**src/shared/sscr_pkg.sv**
```systemverilog
/*
  Constants for the sensor setup and calibration register bank: serial
  address, register offsets, field positions, reset values and the
  factory calibration table.
  Assumes nothing beyond a SystemVerilog compiler; nothing is imported.
*/
`default_nettype none

package sscr_pkg;

  // Serial slave address of the device (value is arbitrary)
  localparam logic [6:0] I2C_DEV_ADDR = 7'h5a;

  // Register offsets on the serial register pointer
  localparam logic [7:0] REG_OTP_CTRL = 8'h08;
  localparam logic [7:0] REG_SETUP = 8'h0a;
  localparam logic [7:0] REG_PR_COEFF = 8'h22;
  localparam logic [7:0] REG_PR_OFFSET = 8'h24;
  localparam logic [7:0] REG_TEMP_FIRST = 8'h26;
  localparam logic [7:0] REG_TEMP_LAST = 8'h2a;
  localparam logic [7:0] REG_THERM_FIRST = 8'h2c;
  localparam logic [7:0] REG_THERM_OFFSET = 8'h32;
  localparam logic [7:0] REG_EXT = 8'h34;
  localparam logic [7:0] OTP_FIRST = 8'h20;
  localparam logic [7:0] OTP_LAST = 8'h35;

  // Setup register: power-up field in bits 1..0, upper bits read zero
  localparam int SETUP_W = 2;
  localparam logic [1:0] SETUP_START = 2'h2;
  localparam logic [5:0] SETUP_RESV = 6'h00;

  // Read-control register: read-disable in bit 6, fixed reserved bits
  localparam int OTP_DIS_BIT = 6;
  localparam logic OTP_DIS_RESET = 1'h1;
  localparam logic [7:0] OTP_CTRL_RESV = 8'h25;

  // Serial framing
  localparam logic [3:0] BITS_PER_BYTE = 4'h8;
  localparam logic [2:0] LAST_OUT_BIT = 3'h7;

  // Calibration memory geometry
  localparam int CAL_AW = 4;
  localparam int CAL_DW = 16;
  localparam int CAL_DEPTH = 16;

  // Factory calibration words, indexed by (offset - 20h) / 2 (values arbitrary)
  localparam logic [CAL_DW-1:0] CAL_WORDS [0:CAL_DEPTH-1] = '{
    16'h0000, 16'h1a2b, 16'h3c4d, 16'h5e6f, 16'h7081, 16'h92a3,
    16'hb4c5, 16'hd6e7, 16'hf809, 16'h1b2c, 16'h3d4e, 16'h0000,
    16'h0000, 16'h0000, 16'h0000, 16'h0000};

endpackage

`default_nettype wire

```
**src/shared/sscr_otp_if.sv**
```systemverilog
/*
  Carrier between the register bank and its calibration memory: a word
  index going in and a registered 16-bit word coming back.
  Assumes both ends run on the same clock.
*/
`timescale 1ns/100ps
`default_nettype none

interface sscr_otp_if;
  logic [sscr_pkg::CAL_AW-1:0] addr;
  logic [sscr_pkg::CAL_DW-1:0] data;

  // Register bank asks, memory answers
  modport bank (output addr, input data);
  modport rom (input addr, output data);
endinterface

`default_nettype wire

```
**src/rtl/sscr_pin_sync.sv**
```systemverilog
/*
  Two-flop synchroniser for the serial clock and data pins.
  Assumes the pins are asynchronous to clock_i; only the second stage
  is visible outside.
*/
`timescale 1ns/100ps
`default_nettype none

module sscr_pin_sync (
  input wire logic clock_i,
  input wire logic rst_i,
  input wire logic [1:0] raw_i,
  output logic [1:0] sync_o
);

  typedef struct packed {
    logic [1:0] meta;
    logic [1:0] stable;
  } sscr_sync_s;

  sscr_sync_s s_q;
  sscr_sync_s s_d;

  // Idle bus level is high on both lines
  always_comb begin
    s_d = s_q;
    s_d.meta = raw_i;
    s_d.stable = s_q.meta;
  end

  always_ff @(posedge clock_i) begin
    if (rst_i) begin
      s_q <= '{meta: 2'h3, stable: 2'h3};
    end else begin
      s_q <= s_d;
    end
  end

  assign sync_o = s_q.stable;

endmodule // sscr_pin_sync

`default_nettype wire

```
**src/rtl/sscr_otp_rom.sv**
```systemverilog
/*
  Calibration memory: read-only factory words with registered read data.
  Assumes the index is held stable for at least one clock before use.
*/
`timescale 1ns/100ps
`default_nettype none

module sscr_otp_rom (
  input wire logic clock_i,
  input wire logic rst_i,
  sscr_otp_if.rom port
);

  typedef struct packed {
    logic [sscr_pkg::CAL_DW-1:0] rdata;
  } sscr_rom_s;

  sscr_rom_s s_q;
  sscr_rom_s s_d;

  // Look up the word; no write path exists
  always_comb begin
    s_d = s_q;
    s_d.rdata = sscr_pkg::CAL_WORDS[port.addr];
  end

  always_ff @(posedge clock_i) begin
    if (rst_i) begin
      s_q <= '0;
    end else begin
      s_q <= s_d;
    end
  end

  assign port.data = s_q.rdata;

endmodule // sscr_otp_rom

`default_nettype wire

```
**src/rtl/sscr_regs_top.sv**
```systemverilog
/*
  Serial slave register bank of the pressure sensor: ADC power-up setup,
  calibration read gate and read-only calibration words.
  Calibration reads are gated by the read-disable bit; writes to them are dropped.
  Assumes an open-drain two-wire bus whose pins are asynchronous to
  clock_i, and a clock at least ten times the serial bit rate.
*/
`timescale 1ns/100ps
`default_nettype none

module sscr_regs_top #(
  parameter logic [6:0] DEV_ADDR = sscr_pkg::I2C_DEV_ADDR
) (
  input wire logic clock_i,
  input wire logic rst_i,
  input wire logic scl_i,
  input wire logic sda_i,
  output logic sda_o,
  output logic sda_oe_n_o,
  output logic [1:0] adc_powerup_o,
  output logic adc_setup_start_o,
  output logic otp_read_enable_o
);

  // Serial slave states, Gray coded along the usual path
  typedef enum logic [2:0] {
    ST_IDLE = 3'h0,
    ST_ADDR = 3'h1,
    ST_ADDR_ACK = 3'h3,
    ST_WR_BYTE = 3'h2,
    ST_WR_ACK = 3'h6,
    ST_RD_BYTE = 3'h7,
    ST_RD_ACK = 3'h5
  } sscr_state_e;

  // Complete state of the slave; one comb copy, one register
  typedef struct packed {
    sscr_state_e st;
    logic [3:0] bit_cnt;
    logic [7:0] shift;
    logic [7:0] ptr;
    logic rw;
    logic first;
    logic ack_ok;
    logic scl_prev;
    logic sda_prev;
    logic sda_out;
    logic sda_oe_n;
    logic otp_dis;
    logic otp_en;
    logic [1:0] setup;
    logic adc_start;
  } sscr_top_s;

  // Reset image: bus released, read gate shut, start code loaded
  localparam sscr_top_s RESET_STATE = '{
    st: ST_IDLE,
    bit_cnt: 4'h0,
    shift: 8'h00,
    ptr: 8'h00,
    rw: 1'h0,
    first: 1'h0,
    ack_ok: 1'h0,
    scl_prev: 1'h1,
    sda_prev: 1'h1,
    sda_out: 1'h0,
    sda_oe_n: 1'h1,
    otp_dis: sscr_pkg::OTP_DIS_RESET,
    otp_en: !sscr_pkg::OTP_DIS_RESET,
    setup: sscr_pkg::SETUP_START,
    adc_start: 1'h1
  };

  sscr_top_s s_q;
  sscr_top_s s_d;
  // Synchronised pin levels and derived bus events
  logic [1:0] pins_s;
  logic scl_s;
  logic sda_s;
  logic scl_rise;
  logic scl_fall;
  logic bus_start;
  logic bus_stop;
  logic [7:0] tx_byte;

  // Carrier to the calibration memory
  sscr_otp_if otp_bus ();

  // Pin synchroniser, second stage only
  sscr_pin_sync i_sscr_pin_sync (
    .clock_i(clock_i),
    .rst_i(rst_i),
    .raw_i({scl_i, sda_i}),
    .sync_o(pins_s)
  );

  // Calibration memory with registered read data
  sscr_otp_rom i_sscr_otp_rom (
    .clock_i(clock_i),
    .rst_i(rst_i),
    .port(otp_bus.rom)
  );

  // True when the pointer lies in the calibration window
  function automatic logic in_otp_f(input logic [7:0] ptr);
    in_otp_f = (ptr >= sscr_pkg::OTP_FIRST) && (ptr <= sscr_pkg::OTP_LAST);
  endfunction

  // Byte returned for a pointer; calibration words split high then low
  // Unmapped offsets and gated calibration reads return zero
  function automatic logic [7:0] read_byte_f(
    input logic [7:0] ptr,
    input logic otp_dis,
    input logic [1:0] setup,
    input logic [15:0] word
  );
    logic [7:0] res;
    res = 8'h00;
    if (ptr == sscr_pkg::REG_OTP_CTRL) begin
      res = sscr_pkg::OTP_CTRL_RESV;
      res[sscr_pkg::OTP_DIS_BIT] = otp_dis;
    end else if (ptr == sscr_pkg::REG_SETUP) begin
      res = {sscr_pkg::SETUP_RESV, setup};
    end else if (in_otp_f(ptr) && !otp_dis) begin
      // Unsigned raw bits, even offset gives the upper byte
      res = ptr[0] ? word[7:0] : word[15:8];
    end
    read_byte_f = res;
  endfunction

  // Word index of the calibration memory follows the pointer
  // Memory data lag the pointer by one clock; the bus leaves ample time
  assign otp_bus.addr = s_q.ptr[sscr_pkg::CAL_AW:1];

  // Bus events from the synchronised pins
  // Start and stop are data edges while the clock stays high
  assign scl_s = pins_s[1];
  assign sda_s = pins_s[0];
  assign scl_rise = scl_s && !s_q.scl_prev;
  assign scl_fall = !scl_s && s_q.scl_prev;
  assign bus_start = scl_s && s_q.scl_prev && s_q.sda_prev && !sda_s;
  assign bus_stop = scl_s && s_q.scl_prev && !s_q.sda_prev && sda_s;
  assign tx_byte = read_byte_f(s_q.ptr, s_q.otp_dis, s_q.setup, otp_bus.data);

  // Serial slave and register writes
  always_comb begin
    s_d = s_q;
    s_d.scl_prev = scl_s;
    s_d.sda_prev = sda_s;
    if (bus_start) begin
      // A start, repeated or not, restarts address collection
      s_d.st = ST_ADDR;
      s_d.bit_cnt = 4'h0;
      s_d.sda_oe_n = 1'h1;
    end else if (bus_stop) begin
      // A stop ends any transfer and frees the data pin
      s_d.st = ST_IDLE;
      s_d.sda_oe_n = 1'h1;
    end else begin
      case (s_q.st)
        ST_IDLE: begin
          // Wait for a start; the data pin stays released
          s_d.sda_oe_n = 1'h1;
        end
        ST_ADDR: begin
          // Collect address and direction, answer only our own address
          if (scl_rise) begin
            s_d.shift = {s_q.shift[6:0], sda_s};
            s_d.bit_cnt = s_q.bit_cnt + 4'h1;
          end else if (scl_fall && s_q.bit_cnt == sscr_pkg::BITS_PER_BYTE) begin
            s_d.bit_cnt = 4'h0;
            if (s_q.shift[7:1] == DEV_ADDR) begin
              s_d.rw = s_q.shift[0];
              s_d.sda_oe_n = 1'h0;
              s_d.st = ST_ADDR_ACK;
            end else begin
              // Another device is addressed: stay off the bus
              s_d.st = ST_IDLE;
            end
          end
        end
        ST_ADDR_ACK: begin
          // Acknowledge held until the host's clock falls
          if (scl_fall) begin
            s_d.bit_cnt = 4'h0;
            if (s_q.rw) begin
              // Put the first bit of the addressed byte on the line
              s_d.shift = tx_byte;
              s_d.sda_oe_n = tx_byte[7];
              s_d.st = ST_RD_BYTE;
            end else begin
              s_d.sda_oe_n = 1'h1;
              s_d.first = 1'h1;
              s_d.st = ST_WR_BYTE;
            end
          end
        end
        ST_WR_BYTE: begin
          // Bits are taken on the rising clock edge
          if (scl_rise) begin
            s_d.shift = {s_q.shift[6:0], sda_s};
            s_d.bit_cnt = s_q.bit_cnt + 4'h1;
          end else if (scl_fall && s_q.bit_cnt == sscr_pkg::BITS_PER_BYTE) begin
            s_d.sda_oe_n = 1'h0;
            s_d.st = ST_WR_ACK;
            if (s_q.first) begin
              // First byte after the address sets the pointer
              s_d.ptr = s_q.shift;
              s_d.first = 1'h0;
            end else begin
              // Only the two control fields take writes; calibration ignores them
              if (s_q.ptr == sscr_pkg::REG_OTP_CTRL) begin
                s_d.otp_dis = s_q.shift[sscr_pkg::OTP_DIS_BIT];
              end else if (s_q.ptr == sscr_pkg::REG_SETUP) begin
                s_d.setup = s_q.shift[sscr_pkg::SETUP_W-1:0];
              end
              s_d.ptr = s_q.ptr + 8'h01;
            end
          end
        end
        ST_WR_ACK: begin
          // Release after the acknowledge clock, ready for the next byte
          if (scl_fall) begin
            s_d.sda_oe_n = 1'h1;
            s_d.bit_cnt = 4'h0;
            s_d.st = ST_WR_BYTE;
          end
        end
        ST_RD_BYTE: begin
          // Shift out towards the least significant bit on each falling edge
          if (scl_fall) begin
            if (s_q.bit_cnt[2:0] == sscr_pkg::LAST_OUT_BIT) begin
              // Last bit done: free the pin for the host's acknowledge
              s_d.sda_oe_n = 1'h1;
              s_d.ptr = s_q.ptr + 8'h01;
              s_d.st = ST_RD_ACK;
            end else begin
              s_d.shift = {s_q.shift[6:0], 1'h0};
              s_d.sda_oe_n = s_q.shift[6];
              s_d.bit_cnt = s_q.bit_cnt + 4'h1;
            end
          end
        end
        ST_RD_ACK: begin
          // Host acknowledge continues the read, a refusal ends it
          if (scl_rise) begin
            s_d.ack_ok = !sda_s;
            if (sda_s) begin
              s_d.st = ST_IDLE;
            end
          end else if (scl_fall && s_q.ack_ok) begin
            // Next byte comes from the advanced pointer; memory has settled
            s_d.bit_cnt = 4'h0;
            s_d.shift = tx_byte;
            s_d.sda_oe_n = tx_byte[7];
            s_d.st = ST_RD_BYTE;
          end
        end
        default: begin
          // Unused codes fall back to idle with the pin released
          s_d.st = ST_IDLE;
          s_d.sda_oe_n = 1'h1;
        end
      endcase
    end
    // Conversions are released only by the start-setup code
    s_d.adc_start = (s_d.setup == sscr_pkg::SETUP_START);
    // Read-gate output registered alongside the disable bit
    s_d.otp_en = !s_d.otp_dis;
  end

  // State register
  always_ff @(posedge clock_i) begin
    if (rst_i) begin
      s_q <= RESET_STATE;
    end else begin
      s_q <= s_d;
    end
  end

  // Outputs straight from flip-flops
  assign sda_o = s_q.sda_out;
  assign sda_oe_n_o = s_q.sda_oe_n;
  assign adc_powerup_o = s_q.setup;
  assign adc_setup_start_o = s_q.adc_start;
  assign otp_read_enable_o = s_q.otp_en;

endmodule // sscr_regs_top

`default_nettype wire

```
**config.mk**
```make
export PLATFORM = sky130hd
export DESIGN_NAME = sscr_regs_top
export DESIGN_NICKNAME = d
export VERILOG_FILES = /design/src/shared/sscr_pkg.sv /design/src/shared/sscr_otp_if.sv /design/src/rtl/sscr_pin_sync.sv /design/src/rtl/sscr_otp_rom.sv /design/src/rtl/sscr_regs_top.sv
export SDC_FILE = /design/constraint.sdc
export NUM_CORES = 1
export LEC_CHECK = 0
export BUFFER_PORTS_ARGS = -buffer_cell sky130_fd_sc_hd__buf_2
export CAP_MARGIN = 20
export CORE_ASPECT_RATIO = 2
export CORE_UTILIZATION = 56
export CTS_CLUSTER_SIZE = 20
export DETAILED_ROUTE_END_ITERATION = 6
export HOLD_SLACK_MARGIN = 0.15
export PLACE_DENSITY = 0.73
export SYNTH_ARGS = -nofsm -noshare
export SYNTH_HDL_FRONTEND = slang
export SYNTH_SLANG_ARGS = --single-unit
```
**constraint.sdc**
```tcl
create_clock -name clock_i -period 2.15 [get_ports clock_i]
set_input_delay 0 -clock clock_i [delete_from_list [all_inputs] [get_ports clock_i]]
set_output_delay 0 -clock clock_i [all_outputs]
set_load 0.02 [all_outputs]
```
==> flow_metrics.env, run 1 <==
export IMPL_grt_pass1_wl_mm=12.99
export IMPL_min_path_type="primary input to flip-flop"
export IMPL_dr_total_vias=2824
export IMPL_maxSlewHeadroom=0.5818
export IMPL_cp_max_fo=14
export IMPL_dp_slack_ns=0.1449
export IMPL_dieWidth_um=54.82
export IMPL_antenna_found_initial=0
export IMPL_timing_fmax_mhz=501.7
export IMPL_fin_nets=399
export IMPL_n_fill_cell=505
export IMPL_io_pins=10
export IMPL_start_util=0.5815
export IMPL_ys_ff_latch=50
export IMPL_synthCells=373
export IMPL_r2r_start="s_q[28]"
export IMPL_wl_mm=8.280
export IMPL_setup_tns_ns=0
export IMPL_ir_drop_v=0.0005961
export IMPL_final_layout_size_suffix_gt1_frac=0.1540
export IMPL_cts_tree="done"
export IMPL_die_h_um=107.6
export IMPL_drtAntennaViolNets=0
export IMPL_path_clk_slew_ns=0.10
export IMPL_dp_hpwl_mm=6.201
export IMPL_dp_cells=433
export IMPL_track_usage=0.3131
export IMPL_hp_start="rst_i"
export IMPL_async_reset_ff_frac=0
export IMPL_first_iter_violations=99
export IMPL_synth_area_leader_cell="dfxtp_1"
export IMPL_yosysTopAreaCellShare=0.3204
export IMPL_ys_warnings_count=0
export IMPL_final_setup_viol_count=0
export IMPL_setup_ws_ns=0.1568
export IMPL_wl_per_cell_um=18.69
export IMPL_synthTopCellsByArea="dfxtp_1 (32%), a21oi_1 (5.3%), ha_1 (5.2%)"
export IMPL_drt_first_pass_iters=5
export IMPL_clock_skew_ns=0.01364
export IMPL_yosysUniqueCellTypes=75
export IMPL_io_buffer_count=8
export IMPL_drc=0
export IMPL_critical_path_required_ns=2.33
export IMPL_worstSetupPathType="flip-flop to flip-flop"
export IMPL_final_seq_area_mm2=0.001002
export IMPL_synth_most_common_cell="dfxtp_1"
export IMPL_syn2layout_area_growth_pct=8.090
export IMPL_syn_area_mm2=0.003124
export IMPL_stdcell_count=443
export IMPL_cts_sinks=50
export IMPL_grt_max_degree=31
export IMPL_root_buffer="clkbuf_8"
export IMPL_core_area_mm2=0.005373
export IMPL_netlist_top_cells_count="dfxtp_1 (50), a21oi_1 (33), nor2_1 (27)"
export IMPL_leakage_nw=1.182
export IMPL_drv_cap=0
export IMPL_finish_utilization=0.6286
export IMPL_syn_area_per_cell_um2=8.376
export IMPL_crit_arrival_ns=2.17
export IMPL_grt_overflow=0
export IMPL_slew_viol_final=0
export IMPL_cts_buffers_inserted=5
export IMPL_antenna_cells=0
export IMPL_grt_pass1_vias=2717
export IMPL_dieArea_mm2=0.005900
export IMPL_synth_edf_count=0
export IMPL_crit_path_start_kind="flip-flop"
export IMPL_total_power_mw=1.662
export IMPL_status="finished, final reports clean"
export IMPL_period_needed_ns=1.993
export IMPL_multiInputGateArea_mm2=0.001944
export IMPL_hold_viol_final=0
export IMPL_ys_dominant_reg_cell="dfxtp_1"
export IMPL_synth_fp_nets=390
export IMPL_crit_start="s_q[28]"
export IMPL_clock_path_buffers=2
export IMPL_fp_row_count=38
export IMPL_viasPerCell=6.375
export IMPL_ys_seq_area_frac=0.3204
export IMPL_gp_congestion=0.9303
export IMPL_rsz0062_at_grt="no"
export IMPL_fin_crit_sh=0.9271
export IMPL_p_per_area_mw_per_mm2=492.2
export IMPL_worstMarginPinSlew_ns=0.6176
export IMPL_cp_end_kind="flip-flop"
export IMPL_htree_levels=2
export IMPL_clkLatencyLatePin_ns=0.32
-- logic make-up after synthesis --
group	share of synthesized area
adder cells (fa/ha/maj)	0.05527
buffers and inverters	0.06047
multiplexers	0.04245
AND/OR/NAND/NOR	0.2900
AO/OA/AOI/OAI	0.2219
other	0.001200
flip-flops	0.3204
XOR/XNOR	0.008412
-- where the power goes --
group	internal (mW)	total [mW]	switching, mW
registers	0.937	0.951	0.0138
logic	0.0511	0.123	0.0723
clock network	0.259	0.588	0.329
-- cell usage in the layout (no fill, tap or decap), drive strengths merged, types with 4 or more instances in the layout --
cell type,count
and2,5
ha,13
buf,27
a21boi,4
nor3b,5
nor3,12
o32ai,6
a21o,4
clkbuf,6
or2,12
nand2b,16
o21ai,16
a21oi,33
nor2b,8
inv,12
mux2i,11
nand3,10
dfxtp,50
nor2,27
a211oi,7
nand2,23
nand4,6
-- worst paths after layout --
path	slack, ns	cells past startpoint	to
min reg2reg	0.42	1	i_sscr_pin_sync.sync_o[1]
min	0.17	2	s_q[11]
max	0.16	8	s_q[22]
max reg2reg	0.16	8	s_q[22]
-- through the flow --
stage / hold slack, ns / area, um2
global placement: 0.1834 / 3251
floorplan: 0.1038 / 3126
global route: 0.1878 / 3377
CTS: 0.1759 / 3366
finish: 0.1673 / 3377
detailed placement: 0.1882 / 3251
-- flip-flops by register name, indices dropped and copies added, names as in the netlist --
register / cells
adc_setup_start_o: 1
i_sscr_pin_sync.sync_o: 2
sda_oe_n_o: 1
otp_read_enable_o: 1
otp_bus.addr: 4
adc_powerup_o: 2
i_sscr_pin_sync.s_d: 2
i_sscr_otp_rom.port.data: 12
s_q: 25
-- metal layers --
layer  GRT usage  wire length, um  up-vias
met4      0.2308              541        0
met1      0.2927             2879     1341
met2      0.5628             4622       82
met5           0                0        -
li1            -                -     1365
met3     0.03955              237       36
-- timing repair --
action | 4_1_cts | 5_1_grt
hold buffers | 2 | 0
buffers inserted | 0 | 0
endpoints found under the hold margin | 2 | 0
setup endpoints to repair | 0 | 3
gates resized for setup | 0 | 4
-- layout make-up --
type                       count  area share
inverter                      12     0.01334
timing repair buffer          29     0.06373
clock inverter                 2    0.003705
clock buffer                   6     0.02445
multi-input combinational    284      0.5758
tap                           60     0.02223
sequential                    50      0.2968
-- worst max-delay path, cell delays in order, from the launching register on --
cell	delay (ns)
dfxtp_1	0.35
ha_1	0.21
ha_1	0.25
nand2b_1	0.16
a21boi_0	0.17
o211ai_1	0.10
buf_4	0.21
a2111oi_0	0.31
nor3_1	0.09
(Power assumes the default switching activity.)
==> run 2, diff against run 1 <==
Settings changed: CORE_MARGIN set to 2.
==> run 2 against run 1 <==
Against the previous run: sequential cell count is the same; clock power shrank 2%; hold slack gained 0.25 ns; non-clock buffer count grew 7; first-iteration DRC count grew 23%; global-route usage shrank 3.4 points; final area grew 1.4%; combinational power is essentially flat; critical path depth shrank 1; via count grew 0.85%; critical endpoint is now otp_read_enable_o.
==> flow_metrics.env, run 2 (synthesis gave the netlist of run 1 again) <==
export IMPL_track_usage=0.2788
export IMPL_fin_crit_sh=0.9304
export IMPL_gp_congestion=1.012
export IMPL_ir_drop_v=0.0005387
export IMPL_antenna_found_initial=0
export IMPL_drc=0
export IMPL_io_pins=10
export IMPL_grt_max_degree=31
export IMPL_regMostFlops="s_q"
export IMPL_die_h_um=109.6
export IMPL_first_iter_violations=122
export IMPL_crit_path_start_kind="flip-flop"
export IMPL_min_path_type="primary input to flip-flop"
export IMPL_dieArea_mm2=0.006229
export IMPL_io_buffer_count=8
export IMPL_root_buffer="clkbuf_8"
export IMPL_clock_skew_ns=0.01113
export IMPL_p_per_area_mw_per_mm2=483.8
export IMPL_slowest_stage="or4b_1"
export IMPL_maxSlewHeadroom=0.6530
export IMPL_cp_end_kind="flip-flop"
export IMPL_path_clk_slew_ns=0.09
export IMPL_crit_arrival_ns=2.25
export IMPL_fp_row_count=38
export IMPL_combinationalPowerShare=0.076
export IMPL_antenna_cells=0
export IMPL_largest_register_ffs=25
export IMPL_drtAntennaViolNets=0
export IMPL_slew_viol_final=0
export IMPL_hold_viol_final=0
export IMPL_final_setup_viol_count=0
export IMPL_drv_cap=0
export IMPL_placed_cell_area_mm2=0.003296
export IMPL_final_cell_area_mm2=0.003423
export IMPL_dieWidth_um=56.82
export IMPL_viasPerCell=6.329
export IMPL_worstMarginPinSlew_ns=0.5205
export IMPL_cp_max_fo=4
export IMPL_cts_sinks=50
export IMPL_final_layout_size_suffix_gt1_frac=0.1590
export IMPL_dr_total_vias=2848
export IMPL_clock_path_buffers=2
export IMPL_most_common_layout_cells="dfxtp_1 (49), a21oi_1 (33), nor2_1 (27)"
export IMPL_cpPeakStageDelay_ns=0.54
export IMPL_worstSetupPathType="flip-flop to flip-flop"
export IMPL_drt_first_pass_iters=5
export IMPL_seqPwrFrac=0.575
export IMPL_grt_pass1_wl_mm=13.32
export IMPL_total_power_mw=1.656
export IMPL_p_sw_frac=0.2450
export IMPL_rsz0062_at_grt="no"
export IMPL_final_common_cell="dfxtp_1"
export IMPL_leakage_nw=1.221
export IMPL_core_area_mm2=0.005420
export IMPL_crit_family="simple AND/OR/NAND/NOR gates"
export IMPL_period_needed_ns=2.000
export IMPL_dp_hpwl_mm=6.429
export IMPL_power_switching_mw=0.4058
export IMPL_crit_chain="inv_1 > ha_1 > and3b_1 > nand4b_2 > or4b_1 > mux2i_1 > nor2b_1"
export IMPL_status="finished, final reports clean"
export IMPL_grt_pass1_vias=2877
export IMPL_p_clk_frac=0.349
export IMPL_timing_fmax_mhz=499.9
export IMPL_clkLatencyLatePin_ns=0.31
export IMPL_critical_path_required_ns=2.40
export IMPL_fin_nets=406
export IMPL_start_util=0.5764
export IMPL_syn2layout_area_growth_pct=9.571
export IMPL_cts_tree="done"
export IMPL_internal_power_mw=1.250
export IMPL_htree_levels=2
export IMPL_finish_utilization=0.6316
export IMPL_grt_overflow=0
export IMPL_wl_mm=8.213
export IMPL_cts_buffers_inserted=5
export IMPL_wl_per_cell_um=18.25
export IMPL_cp_buffers_inverters=1
export IMPL_setup_tns_ns=0
export IMPL_worst_hold_slack_ns=0.4131
export IMPL_n_fill_cell=510
[run 2: cell count changes in the layout (fill, tap and decap cells not counted)]
cell	previous run	this run
nand2_1	22	23
a2111oi_1	0	1
or4b_4	1	0
mux2i_1	10	11
or4b_1	0	1
dlygate4sd3_1	2	3
buf_4	18	24
nand2_2	1	0
mux2i_2	1	0
a2111oi_0	2	1
[run 2: worst register-to-register path, stage by stage (launching register included)]
cell and delay, ns:
dfxtp_1 0.35, inv_1 0.08, ha_1 0.21, and3b_1 0.21, nand4b_2 0.16, or4b_1 0.54
mux2i_1 0.21, nor2b_1 0.18
[run 2: path summary, 6_finish.rpt]
check,slack (ns),cells after the start,startpoint,end
hold / removal,0.41,3,sda_i,i_sscr_pin_sync.s_d[0]
hold reg to reg,0.42,1,i_sscr_pin_sync.s_d[1],i_sscr_pin_sync.sync_o[1]
setup / recovery,0.15,7,s_q[28],otp_read_enable_o
setup reg to reg,0.15,7,s_q[28],otp_read_enable_o
[run 2: repair_timing]
action / 4_1_cts / 5_1_grt
setup buffers: 0 / 0
endpoints found under the setup margin: 0 / 4
resized for setup: 0 / 2
hold endpoints to repair: 6 / 0
hold buffers: 3 / 0
[run 2: power groups by stage]
stage | registers (mW) | clock network (mW) | logic (mW)
finish | 0.952 | 0.579 | 0.125
global route | 0.954 | 0.625 | 0.135
CTS | 0.952 | 0.589 | 0.123
detailed placement | 0.973 | 0 | 0.119
global placement | 0.974 | 0 | 0.117
floorplan | 0.966 | 0 | 0.0893
[run 2: routing by layer]
layer / routed length, um / global-route usage
met1: 2718 / 0.2434
met2: 4753 / 0.5606
met3: 220 / 0.03529
met4: 521 / 0.1910
met5: 0 / 0
[run 2: area by class of cell]
| class | count | area, um2 | area share |
|---|---|---|---|
| clock buffer | 6 | 82.58 | 0.02412 |
| clock inverter | 2 | 12.51 | 0.003655 |
| inverter | 12 | 45.04 | 0.01316 |
| multi-input combinational | 284 | 1936 | 0.5654 |
| sequential | 50 | 1002 | 0.2928 |
| tap | 60 | 75.07 | 0.02193 |
| timing repair buffer | 36 | 270.3 | 0.07895 |
[run 2: stage by stage]
step,std cells,worst slack [ns]
after CTS,450,0.1201
after floorplan,373,0.1875
final,450,0.1497
after global placement,439,0.1455
after detailed placement,439,0.1428
after global routing,450,0.004736
==> run 3, diff against run 2 <==
Settings changed: PLACE_DENSITY 0.73 to 0.76, TNS_END_PERCENT set to 1.
==> run 3 against run 2 <==
Against the previous run: sequential share of layout area shrank 0.49 points; setup slack lost 0.020 ns; combinational power grew 6%; cell count grew 0.44%; clock skew grew 0.0011 ns; largest power group unchanged; global-route usage grew 0.86 points; total power grew 5.6%; sequential power is essentially flat; sequential cell count is the same; largest cell class unchanged; critical path depth is the same; via count grew 0.63%.
==> flow_metrics.env, run 3 (synthesis gave the netlist of run 1 again) <==
export IMPL_status="finished, final reports clean"
export IMPL_grt_pass1_wl_mm=13.69
export IMPL_syn2layout_area_growth_pct=11.45
export IMPL_hold_path_depth=2
export IMPL_wl_per_cell_um=18.81
export IMPL_crit_arrival_ns=2.27
export IMPL_crit_chain="buf_4 > nor3b_1 > a221oi_1 > o211ai_1 > buf_12 > a221o_1 > a21oi_1"
export IMPL_dp_slack_ns=0.02807
export IMPL_final_common_cell="dfxtp_1"
export IMPL_final_layout_size_suffix_gt1_frac=0.1760
export IMPL_hold_viol_final=0
export IMPL_dieWidth_um=56.82
export IMPL_dp_hpwl_mm=6.444
export IMPL_critical_path_required_ns=2.40
export IMPL_drc=0
export IMPL_min_path_type="primary input to flip-flop"
export IMPL_timing_fmax_mhz=495.1
export IMPL_core_area_mm2=0.005420
export IMPL_path_clk_slew_ns=0.10
export IMPL_antenna_cells=0
export IMPL_fp_row_count=38
export IMPL_leakage_nw=1.254
export IMPL_root_buffer="clkbuf_8"
export IMPL_worstMarginPinSlew_ns=0.7343
export IMPL_final_setup_viol_count=0
export IMPL_die_h_um=109.6
export IMPL_htree_levels=2
export IMPL_first_iter_violations=203
export IMPL_cp_endpoint="s_q[26]"
export IMPL_setup_tns_ns=0
export IMPL_clock_path_buffers=2
export IMPL_cpPeakStageDelay_ns=0.43
export IMPL_crit_start="s_q[34]"
export IMPL_gp_congestion=0.9752
export IMPL_start_util=0.5764
export IMPL_antenna_found_initial=0
export IMPL_p_per_area_mw_per_mm2=502.5
export IMPL_clkLatencyLatePin_ns=0.32
export IMPL_cp_max_fo=14
export IMPL_r2r_end="s_q[26]"
export IMPL_regMostFlops="s_q"
export IMPL_rr_worst_depth=7
export IMPL_cts_tree="done"
export IMPL_cts_buffers_inserted=5
export IMPL_setup_ws_ns=0.1301
export IMPL_drt_first_pass_iters=5
export IMPL_most_common_layout_cells="dfxtp_1 (49), a21oi_1 (33), nor2_1 (27)"
export IMPL_wl_mm=8.504
export IMPL_dr_total_vias=2866
export IMPL_grt_pass1_vias=2808
export IMPL_finish_utilization=0.6424
export IMPL_slew_viol_final=0
export IMPL_drv_cap=0
export IMPL_io_pins=10
export IMPL_final_seq_area_mm2=0.001002
export IMPL_r2r_slack_ns=0.13
export IMPL_dieArea_mm2=0.006229
export IMPL_ir_drop_v=0.0004364
export IMPL_rsz0062_at_grt="no"
export IMPL_drtAntennaViolNets=0
export IMPL_fin_nets=408
export IMPL_viasPerCell=6.341
export IMPL_r2r_start="s_q[34]"
export IMPL_clock_skew_ns=0.01223
export IMPL_fin_crit_sh=0.9395
export IMPL_grt_overflow=0
export IMPL_crit_path_start_kind="flip-flop"
export IMPL_io_buffer_count=8
export IMPL_cts_sinks=50
export IMPL_period_needed_ns=2.020
export IMPL_slowest_stage="dfxtp_1"
export IMPL_n_fill_cell=480
export IMPL_post_cts_buffers=0
export IMPL_maxSlewHeadroom=0.5105
export IMPL_grt_max_degree=43
export IMPL_largest_register_ffs=25
export IMPL_track_usage=0.2874
export IMPL_multiInputGateArea_mm2=0.001956
export IMPL_cp_end_kind="flip-flop"
export IMPL_worstSetupPathType="flip-flop to flip-flop"
[run 3: layout make-up]
| type | instances | share of cell area |
|---|---|---|
| multi-input combinational | 284 | 0.5616 |
| sequential | 50 | 0.2878 |
| timing repair buffer | 38 | 0.08480 |
| tap | 60 | 0.02156 |
| clock buffer | 5 | 0.01976 |
| inverter | 12 | 0.01294 |
| clock inverter | 3 | 0.01150 |
[run 3: worst min path at each step]
stage               start                      to  slack [ns]
floorplan           sda_i  i_sscr_pin_sync.s_d[0]        0.10
global placement    scl_i  i_sscr_pin_sync.s_d[1]        0.19
detailed placement  scl_i  i_sscr_pin_sync.s_d[1]        0.19
CTS                 rst_i        adc_powerup_o[0]        0.22
global route        rst_i        adc_powerup_o[0]        0.26
finish              rst_i        adc_powerup_o[0]        0.23
[run 3: report_power, final]
group	internal (mW)	total, mW	leakage, nW	switching [mW]
Clock	0.343	0.666	0.0579	0.323
Combinational	0.0584	0.133	0.791	0.0741
Sequential	0.937	0.951	0.405	0.0145
[run 3: repair_timing]
item / CTS / global route
endpoints found under the setup margin: 1 / 7
resized for setup: 1 / 5
endpoints found under the hold margin: 2 / 0
pin swaps: 0 / 0
hold buffers: 2 / 0
[run 3: worst max-delay path, delay by kind of cell (launching register included)]
kind            cells  cell delay [ns]
compound gates      4             0.97
flops               1             0.43
buf+inv             2             0.40
simple gates        1             0.13
[run 3: metal layers]
metal,global-route usage,routed length [um],vias up
met4,0.2143,549,0
met5,0,0,-
met1,0.2673,3023,1357
met3,0.03882,219,38
li1,-,-,1390
met2,0.5490,4711,81
[run 3: stage by stage]
stage / cells / hold WS (ns) / cell area, um2 / power [mW]
after floorplan: 373 / 0.1038 / 3126 / 1.055
after global placement: 442 / 0.1882 / 3331 / 1.096
after detailed placement: 442 / 0.1869 / 3331 / 1.097
after CTS: 452 / 0.2220 / 3461 / 1.758
after global routing: 452 / 0.2604 / 3482 / 1.802
final: 452 / 0.2325 / 3482 / 1.750
